<file path="config.mk">
export PLATFORM = sky130hd
export DESIGN_NAME = rtc_timer
export DESIGN_NICKNAME = d
export VERILOG_FILES = /design/src/rtc_pkg.sv /design/src/rtc_rate_gen.sv /design/src/rtc_timer.sv
export SDC_FILE = /design/constraint.sdc
export NUM_CORES = 1
export LEC_CHECK = 0
export ABC_AREA = 1
export BUFFER_PORTS_ARGS = -buffer_cell sky130_fd_sc_hd__buf_4
export CAP_MARGIN = 30
export CORE_MARGIN = 3
export CORE_UTILIZATION = 41
export DETAILED_ROUTE_END_ITERATION = 16
export PLACE_DENSITY = 0.61
export SYNTH_ARGS = -nofsm -noshare
export SYNTH_HDL_FRONTEND = slang
export SYNTH_HIERARCHICAL = 1
export SYNTH_SLANG_ARGS = --single-unit
</file>
<file path="constraint.sdc">
create_clock -name aclk -period 6.95 [get_ports aclk]
set_input_delay 0.695 -clock aclk [delete_from_list [all_inputs] [get_ports aclk]]
set_output_delay 0.695 -clock aclk [all_outputs]
set_load 0.01 [all_outputs]
</file>
<file path="src/rtc_pkg.sv">
// Package: register map, field layout and timing constants of the realtime clock
package rtc_pkg;
   // Clock rate and prescaler base
   localparam int unsigned CLK_HZ = 100_000_000;
   localparam int unsigned TICK_1MHZ_HZ = 1_000_000;
   localparam int unsigned DIV_1MHZ = CLK_HZ / TICK_1MHZ_HZ;
   // Rate select codes (13 internal rates)
   localparam logic [3:0] RATE_1MHZ = 4'h0;
   localparam logic [3:0] RATE_100KHZ = 4'h1;
   localparam logic [3:0] RATE_10KHZ = 4'h2;
   localparam logic [3:0] RATE_1KHZ = 4'h3;
   localparam logic [3:0] RATE_100HZ = 4'h4;
   localparam logic [3:0] RATE_10HZ = 4'h5;
   localparam logic [3:0] RATE_1HZ = 4'h6;
   localparam logic [3:0] RATE_P1HZ = 4'h7;
   localparam logic [3:0] RATE_P01HZ = 4'h8;
   localparam logic [3:0] RATE_1MIN = 4'h9;
   localparam logic [3:0] RATE_10MIN = 4'hA;
   localparam logic [3:0] RATE_1HOUR = 4'hB;
   localparam logic [3:0] RATE_50HZ = 4'hC;
   localparam logic [3:0] SRC_LINE = 4'hD;
   localparam logic [3:0] SRC_TRIG = 4'hE;
   localparam logic [3:0] LAST_LEGACY_RATE = 4'h4;
   // Decade prescaler: 1MHz down to 0.01Hz is eight divide-by-ten stages
   localparam int unsigned DECADES = 8;
   localparam int unsigned DECADE_DIV = 10;
   localparam int unsigned DIV_1MIN = 6;    // 0.1Hz / 6 = one per minute
   localparam int unsigned DIV_10MIN = 10;
   localparam int unsigned DIV_1HOUR = 6;
   localparam int unsigned DIV_50HZ = 2;    // 100Hz / 2
   // Modes
   typedef enum logic [2:0] {
      MODE_SINGLE, MODE_REPEAT, MODE_EVT_TIME, MODE_EVT_INTERVAL, MODE_FREQ
   } mode_t;
   // Byte addresses on AXI4-Lite
   localparam logic [3:0] ADDR_CSR = 4'h0;
   localparam logic [3:0] ADDR_PRESET = 4'h4;
   localparam logic [3:0] ADDR_IRQ_STAT = 4'h8;
   localparam logic [3:0] ADDR_IRQ_MASK = 4'hC;
   // Command/status fields
   localparam int unsigned CSR_GO = 0;
   localparam int unsigned CSR_MODE_LO = 1;    // bits 3:1
   localparam int unsigned CSR_RATE_LO = 4;    // bits 7:4
   localparam int unsigned CSR_RUN = 8;        // read only
   localparam int unsigned CSR_OVF = 9;        // read only copy
   localparam int unsigned CSR_TRIG2 = 10;     // read only copy
   localparam int unsigned CSR_EXT = 11;       // read only strap
   // Interrupt bits
   localparam int unsigned IRQ_OVF = 0;
   localparam int unsigned IRQ_TRIG2 = 1;
   localparam logic [15:0] COUNT_RESET = 16'h0000;
   localparam logic [1:0] RESP_OKAY = 2'h0;
   localparam logic [1:0] RESP_SLVERR = 2'h2;
endpackage

</file>
<file path="src/rtc_rate_gen.sv">
// Rate generator: one-cycle ticks for every internal count rate
`timescale 1ns/100ps
module rtc_rate_gen
   import rtc_pkg::*;
#(
   parameter int unsigned PRE_DIV = DIV_1MHZ
) (
   // Clock and reset
   input wire logic aclk,
   input wire logic aresetn,
   // One-cycle ticks per rate code
   output logic [12:0] tick
);
   logic [6:0] pre_r;
   logic [DECADES:0] dec_tick;
   logic tick_1min;
   logic tick_10min;
   logic tick_1hour;
   logic tick_50hz;
   logic [2:0] c1m_r;
   logic [3:0] c10m_r;
   logic [2:0] c1h_r;
   logic c50_r;

   // Base divider to 1MHz
   always_ff @(posedge aclk) begin
      if (!aresetn) begin
         pre_r <= 7'h00;
      end else if (pre_r == 7'(PRE_DIV - 1)) begin
         pre_r <= 7'h00;
      end else begin
         pre_r <= pre_r + 7'h01;
      end
   end
   assign dec_tick[0] = (pre_r == 7'(PRE_DIV - 1));

   // Decade chain, one counter per stage
   genvar g;
   generate
      for (g = 0; g < DECADES; g++) begin : g_dec
         logic [3:0] cnt_r;
         always_ff @(posedge aclk) begin
            if (!aresetn) begin
               cnt_r <= 4'h0;
            end else if (dec_tick[g]) begin
               cnt_r <= (cnt_r == 4'(DECADE_DIV - 1)) ? 4'h0 : cnt_r + 4'h1;
            end
         end
         assign dec_tick[g+1] = dec_tick[g] && (cnt_r == 4'(DECADE_DIV - 1));
      end
   endgenerate

   // Long periods derived from the slow decades, and 50Hz from the 100Hz decade
   always_ff @(posedge aclk) begin
      if (!aresetn) begin
         c1m_r <= 3'h0;
         c10m_r <= 4'h0;
         c1h_r <= 3'h0;
         c50_r <= 1'b0;
      end else begin
         if (dec_tick[7]) begin
            c1m_r <= tick_1min ? 3'h0 : c1m_r + 3'h1;
         end
         if (tick_1min) begin
            c10m_r <= tick_10min ? 4'h0 : c10m_r + 4'h1;
         end
         if (tick_10min) begin
            c1h_r <= tick_1hour ? 3'h0 : c1h_r + 3'h1;
         end
         if (dec_tick[4]) begin
            c50_r <= ~c50_r;
         end
      end
   end
   assign tick_1min = dec_tick[7] && (c1m_r == 3'(DIV_1MIN - 1));
   assign tick_10min = tick_1min && (c10m_r == 4'(DIV_10MIN - 1));
   assign tick_1hour = tick_10min && (c1h_r == 3'(DIV_1HOUR - 1));
   assign tick_50hz = dec_tick[4] && c50_r;

   // Codes 0..8 are the decades, then minute, ten minutes, hour, 50Hz
   assign tick = {tick_50hz, tick_1hour, tick_10min, tick_1min, dec_tick[8:0]};
endmodule

</file>
<file path="src/rtc_timer.sv">
// Programmable realtime clock: counter, modes, triggers and AXI4-Lite registers
`timescale 1ns/100ps
// How it works
// - A 16-bit counter steps once per tick of the selected source.
// - Twelve crystal rates from 1MHz down to one per hour, plus 50Hz.
// - Line-time clock events or trigger channel 1 may also step the counter.
// - Modes: single, repeated interval, event timing, event interval, frequency count.
// - Frequency counting with endless interval gives plain event counting.
// - Without extended strap only the five fast rates and no frequency mode.
// - Two interrupt causes: counter overflow and trigger channel 2 event.
// - Interrupts come at programmed intervals or on external trigger events.
// - Command/status and buffer/preset registers configure and read the counter.
// - Triggers serve as event, timebase and frequency inputs, and are echoed out.
// - Overflow and trigger 1 strobes drive an external converter start.
module rtc_timer
   import rtc_pkg::*;
#(
   parameter int unsigned PRE_DIV = DIV_1MHZ,
   parameter int unsigned CNT_W = 16
) (
   // AXI4-Lite clock and reset
   input wire logic aclk,
   input wire logic aresetn,
   // Write address channel
   input wire logic [3:0] s_axi_awaddr,
   input wire logic s_axi_awvalid,
   output logic s_axi_awready,
   // Write data channel
   input wire logic [31:0] s_axi_wdata,
   input wire logic [3:0] s_axi_wstrb,
   input wire logic s_axi_wvalid,
   output logic s_axi_wready,
   // Write response channel
   output logic [1:0] s_axi_bresp,
   output logic s_axi_bvalid,
   input wire logic s_axi_bready,
   // Read address channel
   input wire logic [3:0] s_axi_araddr,
   input wire logic s_axi_arvalid,
   output logic s_axi_arready,
   // Read data channel
   output logic [31:0] s_axi_rdata,
   output logic [1:0] s_axi_rresp,
   output logic s_axi_rvalid,
   input wire logic s_axi_rready,
   // Board inputs
   input wire logic ext_enable,
   input wire logic line_clk_evt,
   input wire logic trig1_in,
   input wire logic trig2_in,
   // Board outputs
   output logic ovf_strobe,
   output logic trig1_strobe,
   output logic trig2_level,
   output logic irq
);
   // Rate ticks and counter state
   logic [12:0] tick;
   logic [CNT_W-1:0] count_r;
   logic [CNT_W-1:0] preset_r;
   logic [CNT_W-1:0] capture_r;
   mode_t mode_r;
   logic [3:0] rate_r;
   logic run_r;
   logic ext_r;
   logic [1:0] stat_r;
   logic [1:0] mask_r;
   logic [CNT_W-1:0] buf_view;

   // Trigger edges and count source
   logic t1_d_r;
   logic t2_d_r;
   logic t1_rise;
   logic t2_rise;
   logic src_tick;
   logic wrap;
   logic ovf_evt;
   logic go_w;

   // Held write request
   logic [3:0] aw_addr_r;
   logic aw_have_r;
   logic [31:0] w_data_r;
   logic [3:0] w_strb_r;
   logic w_have_r;
   logic do_write;
   logic [31:0] csr_view;

   rtc_rate_gen #(
      .PRE_DIV(PRE_DIV)
   ) u_rates (
      .aclk(aclk),
      .aresetn(aresetn),
      .tick(tick)
   );

   // Strap level, registered so rate gating sees a clean copy
   always_ff @(posedge aclk) begin
      if (!aresetn) begin
         ext_r <= 1'b0;
      end else begin
         ext_r <= ext_enable;
      end
   end

   // Trigger edge detection, inputs synchronous to aclk
   always_ff @(posedge aclk) begin
      if (!aresetn) begin
         t1_d_r <= 1'b0;
         t2_d_r <= 1'b0;
      end else begin
         t1_d_r <= trig1_in;
         t2_d_r <= trig2_in;
      end
   end
   assign t1_rise = trig1_in && !t1_d_r;
   assign t2_rise = trig2_in && !t2_d_r;

   // Count source mux; restricted codes give no tick at all
   always_comb begin
      src_tick = 1'b0;
      if (rate_r == SRC_LINE) begin
         src_tick = line_clk_evt;
      end else if (rate_r == SRC_TRIG) begin
         src_tick = t1_rise;
      end else if (rate_r <= LAST_LEGACY_RATE || (ext_r && rate_r <= RATE_50HZ)) begin
         src_tick = tick[rate_r];
      end
   end

   // Frequency mode counts trigger 1 edges, gated by the internal rate as window
   assign wrap = (count_r == {CNT_W{1'b1}});
   // Only single and repeat modes flag a wrap
   assign ovf_evt = run_r && wrap && src_tick &&
      (mode_r == MODE_SINGLE || mode_r == MODE_REPEAT);

   // Writes wait until the last response has been taken
   assign do_write = aw_have_r && w_have_r && !s_axi_bvalid;
   assign go_w = do_write && aw_addr_r == ADDR_CSR && w_strb_r[0] && w_data_r[CSR_GO];

   // Counter, run state and capture buffer
   always_ff @(posedge aclk) begin
      if (!aresetn) begin
         count_r <= COUNT_RESET;
         capture_r <= COUNT_RESET;
         run_r <= 1'b0;
      end else if (go_w) begin
         count_r <= preset_r;
         run_r <= 1'b1;
      end else if (run_r) begin
         case (mode_r)
            MODE_SINGLE, MODE_REPEAT: begin
               if (src_tick) begin
                  count_r <= count_r + 1'b1;
                  if (wrap) begin
                     count_r <= preset_r;
                     run_r <= (mode_r == MODE_REPEAT);
                  end
               end
            end
            MODE_EVT_TIME, MODE_EVT_INTERVAL: begin
               // Trigger 2 captures elapsed time; interval mode also restarts it
               if (t2_rise) begin
                  capture_r <= count_r;
                  if (mode_r == MODE_EVT_INTERVAL) begin
                     count_r <= preset_r;
                  end
               end else if (src_tick) begin
                  count_r <= count_r + 1'b1;
               end
            end
            MODE_FREQ: begin
               // Gate end captures the count; a zero preset means endless gate
               if (ext_r && t1_rise) begin
                  count_r <= count_r + 1'b1;
               end
               if (ext_r && src_tick && preset_r != COUNT_RESET) begin
                  capture_r <= count_r;
                  count_r <= COUNT_RESET;
               end
            end
            default: begin
               run_r <= 1'b0;
            end
         endcase
      end
   end

   // Board outputs registered; strobes one cycle each, trigger 2 level follows its input
   always_ff @(posedge aclk) begin
      if (!aresetn) begin
         ovf_strobe <= 1'b0;
         trig1_strobe <= 1'b0;
         trig2_level <= 1'b0;
      end else begin
         ovf_strobe <= ovf_evt;
         trig1_strobe <= t1_rise;
         trig2_level <= trig2_in;
      end
   end

   // Sticky interrupt status; a new event beats a write-one clear
   always_ff @(posedge aclk) begin
      if (!aresetn) begin
         stat_r <= 2'h0;
      end else begin
         // Clear first; the sets below override it
         for (int i = 0; i < 2; i++) begin
            if (do_write && aw_addr_r == ADDR_IRQ_STAT && w_strb_r[0] && w_data_r[i]) begin
               stat_r[i] <= 1'b0;
            end
         end
         if (ovf_evt) begin
            stat_r[IRQ_OVF] <= 1'b1;
         end
         if (t2_rise) begin
            stat_r[IRQ_TRIG2] <= 1'b1;
         end
      end
   end

   // Registered pin; follows status one cycle late
   always_ff @(posedge aclk) begin
      if (!aresetn) begin
         irq <= 1'b0;
      end else begin
         irq <= |(stat_r & mask_r);
      end
   end

   // Configuration registers written by software
   always_ff @(posedge aclk) begin
      if (!aresetn) begin
         preset_r <= COUNT_RESET;
         mode_r <= MODE_SINGLE;
         rate_r <= RATE_1MHZ;
         mask_r <= 2'h0;
      end else if (do_write) begin
         if (aw_addr_r == ADDR_CSR && w_strb_r[0]) begin
            // Frequency mode refused without the strap; mode stays as it was
            if (ext_r || mode_t'(w_data_r[CSR_MODE_LO +: 3]) != MODE_FREQ) begin
               mode_r <= mode_t'(w_data_r[CSR_MODE_LO +: 3]);
            end
            rate_r <= w_data_r[CSR_RATE_LO +: 4];
         end else if (aw_addr_r == ADDR_PRESET) begin
            if (w_strb_r[0]) begin
               preset_r[7:0] <= w_data_r[7:0];
            end
            if (w_strb_r[1]) begin
               preset_r[15:8] <= w_data_r[15:8];
            end
         end else if (aw_addr_r == ADDR_IRQ_MASK && w_strb_r[0]) begin
            // Same bit layout as status
            mask_r <= w_data_r[1:0];
         end
      end
   end

   // Write channel capture; address and data may arrive in either order
   always_ff @(posedge aclk) begin
      if (!aresetn) begin
         aw_have_r <= 1'b0;
         w_have_r <= 1'b0;
         aw_addr_r <= 4'h0;
         w_data_r <= 32'h00000000;
         w_strb_r <= 4'h0;
         s_axi_awready <= 1'b0;
         s_axi_wready <= 1'b0;
         s_axi_bvalid <= 1'b0;
         s_axi_bresp <= RESP_OKAY;
      end else begin
         // One-cycle ready, only while that channel holds nothing
         s_axi_awready <= !aw_have_r && !s_axi_awready && s_axi_awvalid;
         s_axi_wready <= !w_have_r && !s_axi_wready && s_axi_wvalid;
         if (s_axi_awvalid && s_axi_awready) begin
            aw_have_r <= 1'b1;
            aw_addr_r <= {s_axi_awaddr[3:2], 2'h0};
         end
         if (s_axi_wvalid && s_axi_wready) begin
            w_have_r <= 1'b1;
            w_data_r <= s_axi_wdata;
            w_strb_r <= s_axi_wstrb;
         end
         // Response goes out as the register updates
         if (do_write) begin
            aw_have_r <= 1'b0;
            w_have_r <= 1'b0;
            s_axi_bvalid <= 1'b1;
            s_axi_bresp <= RESP_OKAY;
         end else if (s_axi_bvalid && s_axi_bready) begin
            s_axi_bvalid <= 1'b0;
         end
      end
   end

   // Status view of the command register
   always_comb begin
      csr_view = 32'h00000000;
      csr_view[CSR_MODE_LO +: 3] = mode_r;
      csr_view[CSR_RATE_LO +: 4] = rate_r;
      csr_view[CSR_RUN] = run_r;
      csr_view[CSR_OVF] = stat_r[IRQ_OVF];
      csr_view[CSR_TRIG2] = stat_r[IRQ_TRIG2];
      csr_view[CSR_EXT] = ext_r;
   end

   // Buffer view; endless event counting reads the live count
   always_comb begin
      buf_view = capture_r;
      if (mode_r == MODE_SINGLE || mode_r == MODE_REPEAT) begin
         buf_view = count_r;
      end else if (mode_r == MODE_FREQ && preset_r == COUNT_RESET) begin
         buf_view = count_r;
      end
   end

   // Read channel; buffer reads the live count in single, repeat and endless gate modes, else the capture
   always_ff @(posedge aclk) begin
      if (!aresetn) begin
         s_axi_arready <= 1'b0;
         s_axi_rvalid <= 1'b0;
         s_axi_rdata <= 32'h00000000;
         s_axi_rresp <= RESP_OKAY;
      end else begin
         s_axi_arready <= !s_axi_rvalid && !s_axi_arready && s_axi_arvalid;
         if (s_axi_arvalid && s_axi_arready) begin
            s_axi_rvalid <= 1'b1;
            s_axi_rresp <= RESP_OKAY;
            // Address decoded at the handshake edge
            if (s_axi_araddr[3:2] == ADDR_CSR[3:2]) begin
               s_axi_rdata <= csr_view;
            end else if (s_axi_araddr[3:2] == ADDR_PRESET[3:2]) begin
               s_axi_rdata <= 32'(buf_view);
            end else if (s_axi_araddr[3:2] == ADDR_IRQ_STAT[3:2]) begin
               s_axi_rdata <= {30'h00000000, stat_r};
            end else begin
               s_axi_rdata <= {30'h00000000, mask_r};
            end
         end else if (s_axi_rvalid && s_axi_rready) begin
            s_axi_rvalid <= 1'b0;
         end
      end
   end
endmodule

</file>
==> implementation parameters <==
Parameter                              Value

STA
  Final setup viols ... 0
  Setup repair after global routing missed its margin ... no
  Period Utilization, post-route ... approximately 53%
  Post-route minimum period ... between 3 and 4 ns
  Number of pins with negative max-slew slack in the final report ... 0
  Final setup TNS ... 0 ns
  Hold violation count in the final report ... 0
  Pin slew with the least headroom to its limit ... approximately 0.9 ns
  Worst rel slew slack ... between 40% and 50%
  Layout Skew ... a little over 0.01 ns
  Peak clock frequency supported by timing ... 270 MHz

Synth
  Top-count cell post-synth ... nand2_1
  Post-synthesis cell area ... 0.00821 mm^2
  Mean instance size in the synthesized netlist ... a little over 7 um^2
  Top cells by area in the synthesized netlist ... dfxtp_1 39%, a21oi_1 7.9%, nand2_1 7.8%, o21ai_0 6.5%, inv_1 6.2%
  Most used flip-flop cell after synthesis ... dfxtp_1
  Area share of the largest cell type after synthesis ... 38.8%
  Async SR Flop Fraction ... 0%
  EDFF count, synth ... 0
  Commonest cells in the synthesized netlist ... 171 x nand2_1, 159 x dfxtp_1, 136 x inv_1, 130 x a21oi_1, 118 x nor2_1
  Xor and xnor fraction of the mapped netlist area ... about 1.5%
  Simple-gate share of the synthesized area ... 25.5%
  Library cells used by synthesis ... 51
  Seq/Total Area, Yosys ... between 30 and 40%
  Largest area contributor in the netlist ... dfxtp_1
  Yosys warning total ... 6
  Main combinational cell family by area after synthesis ... simple AND/OR/NAND/NOR gates
  Adder-Cell Fraction of Synth Area ... under 10%
  Flip-flop and latch count after synthesis ... ~160
  Share of cell area taken by muxes after synthesis ... 0%
  Compound-Gate Fraction of Synth Area ... a little over a fifth
  Post-Synthesis Cells ... 1,156

Setup path
  CP Data Arrival Time ... 4.05 ns
  Most frequent CP cell ... nand2_1
  Worst EP required ... roughly 7.3 ns
  Crit-path max cell delay ... 0.37 ns
  CP Max Fanout ... 30
  Slowest cell on the critical path ... dfxtp_1
  Cells along the critical path ... ha_1 > nand2_1 > nor2_4 > nand4_4 > nor2_8 > nand4_4 > nor2_4 > nand2_2 > inv_1 > inv_1 > nand2_1 > nand3_1 > nand3_1 > a21oi_1 > nand2_1 > nand2_1 > nand2_2 > nand2_4 > nand2_4 > nand2_2 > inv_2 > o21ai_1 > a21oi_1
  Critical Path Sink Type ... register
  Setup Crit Path Kind ... register to register
  Startpoint type of the worst setup path ... register

Global routing
  Maximum number of pins on one net before global-route repair ... 60
  Sum of overflow across all layers after global routing ... 0
  Vias in the first global route ... roughly 6,700
  First-pass GRT wire length ... between 30,000 and 40,000 um
  Number of antenna violations at the first check in global routing ... 0
  Global router's overall resource usage ... about a fifth

Power
  Leakage power of the design ... 3.89 nW
  Worst-case vdd ir drop ... ~150 uV
  Pwr Density ... approximately 210 mW/mm^2

Route
  Vias per std cell ... approximately 4.9
  Total routed wirelength ... between 15,000 and 20,000 um
  Routed length per instance ... 13.5 um
  Initial detailed-routing violation count ... between 400 and 500
  Iteration count of the initial detailed-routing pass ... 5
  Number of DRC violations after detailed routing ... 0
  ANT nets after route ... 0
  Detailed-route via count ... just over 7,000

Clock network
  Cts hold-fix bufs ... 0
  Maximum buffer depth of the clock tree ... 2
  Sink count of the clock tree ... roughly 160
  TritonCTS clock tree ... yes
  Clock latency on the worst-skew pair ... about 0.42 ns
  PostCTS Resize Cnt ... 0
  Post-CTS setup buffer count ... 0
  Root cell of the clock tree ... clkbuf_16
  Clock buffer count from CTS ... 17
  Reg clk slew, reported paths ... roughly 0.06 ns
  Number of H-tree levels ... 4

Run status
  Result of the run ... finished clean

Floorplan
  Total I/O pin count ... 100
  Die boundary height ... around 150 um
  # rows ... a little over 50
  Core footprint ... 0.0196 mm^2
  Total die area ... approximately 0.022 mm^2
  Width of the chip ... about 150 um
  Initial Utilization ... 41.9%

Final layout
  Share of post-route cells with drive strength above 1 ... between 10% and 20%
  Number of nets at the end of the flow ... about 1,200
  Number of diodes ... 0
  Area added between synthesis and finish ... 12.5%
  Filler-free cell count of the finished design ... around 1,500

Placed design
  Final weighted congestion in routability-driven placement ... roughly 0.84
  HPWL after detailed placement ... ~14,000 um
  Total of buffers placed on input and output ports ... 57
  Placed Instances ... between 1,000 and 1,500

Run
  Number of max-capacitance violations reported ... 0

Worst hold path
  Tightest Hold Check Type ... register to register
## worst paths after layout
path	from	end	slack, ns	depth (start not counted)
worst max-delay path	u_rates/pre_r[0]$_SDFF_PP0_	capture_r[6]$_SDFFE_PN0P_	3.25	23
worst min-delay path	w_have_r$_SDFFE_PP0P_	s_axi_wready$_SDFF_PN0_	0.43	1
worst max register to register	u_rates/pre_r[0]$_SDFF_PP0_	capture_r[6]$_SDFFE_PN0P_	3.25	23
worst min register to register	w_have_r$_SDFFE_PP0P_	s_axi_wready$_SDFF_PN0_	0.43	1
## kinds of logic (layout without fill, tap and decap cells)
group	Yosys count	in the layout
buffers and inverters	221	237
DFF	159	159
other	1	20
adders and majority gates	8	8
AOI/OAI and AO/OA	314	314
xor gates and xnor gates	14	14
and+or+nand+nor	439	439
## flip-flops by register name, indices dropped and copies added (netlist names), 2 cells and up
register / count
s_axi_rdata: 16
preset_r: 16
rate_r: 4
u_rates/c1h_r: 3
capture_r: 16
aw_addr_r: 2
u_rates/c1m_r: 3
mode_r: 3
stat_r: 2
count_r: 16
w_data_r: 16
u_rates/c10m_r: 4
u_rates/g_dec.cnt_r: 32
mask_r: 2
u_rates/pre_r: 7
w_strb_r: 2
## metrics by stage
stage | total power [W] | hold WS, ns | setup WS [ns] | utilization (%) | area, um^2
after global placement | 0.00105 | 0.416 | 3.34 | 44.1 | 8640
after global routing | 0.00205 | 0.456 | 2.74 | 47.1 | 9230
after detailed placement | 0.00105 | 0.423 | 3.30 | 44.1 | 8640
after floorplan | 0.00102 | 0.397 | 4.19 | - | 8280
after CTS | 0.00200 | 0.433 | 3.20 | 47.1 | 9230
final | 0.00198 | 0.430 | 3.25 | 47.1 | 9230
## layout make-up
cell class | instances | area [um^2]
fillers | 1961 | 10400
inverters | 149 | 561
clock inverters | 6 | 109
well taps | 265 | 332
flip-flops and latches | 159 | 3180
repair buffers | 60 | 450
clock buffers | 22 | 484
multi-input cells | 795 | 4110
## where the power goes
part | internal (W) | leakage, nW | switching [W]
Combinational | 0.0000354 | 2.31 | 0.0000577
Clock | 0.000595 | 0.294 | 0.000352
Sequential | 0.000926 | 1.29 | 0.00000991
## layout by cell type, fill, tap and decap left out, types with 4 or more instances in the layout
master	Yosys	final
dfxtp_1	159	159
conb_1	1	20
nand2_2	7	7
o21ai_0	106	106
clkbuf_16	0	17
o21bai_2	4	4
nor3_1	16	16
o22ai_1	5	5
o21ai_1	22	22
o21bai_1	8	8
nand3b_1	5	5
ha_1	8	8
nand3_1	69	69
xor2_1	12	12
nand2_1	171	171
inv_1	136	136
nor2_1	118	118
nand3_2	5	5
buf_4	30	60
nor2_4	5	5
inv_2	11	11
clkbuf_8	0	4
a21oi_1	130	130
o211ai_1	27	27
nand2_4	4	4
nand4_1	11	11
nor2_2	8	8
## worst max-delay path, delay by kind of cell (launching register included)
family                   cells  cell delay [ns]
AO/OA/AOI/OAI                3             0.31
AND/OR/NAND/NOR             16             2.25
flip-flops                   1             0.37
buffers and inverters        3             0.50
adder cells (fa/ha/maj)      1             0.18
## routing by layer
layer,vias to the layer above,share of wire [%],routed length [um],GRT usage (%)
li1,3812,-,-,-
met1,3175,51,10100,27.5
met2,193,42,8320,28.3
met3,17,5.5,1080,3.28
met4,0,1.2,246,5.17
met5,-,0,0,0
Power figures use the tool's default switching activity.
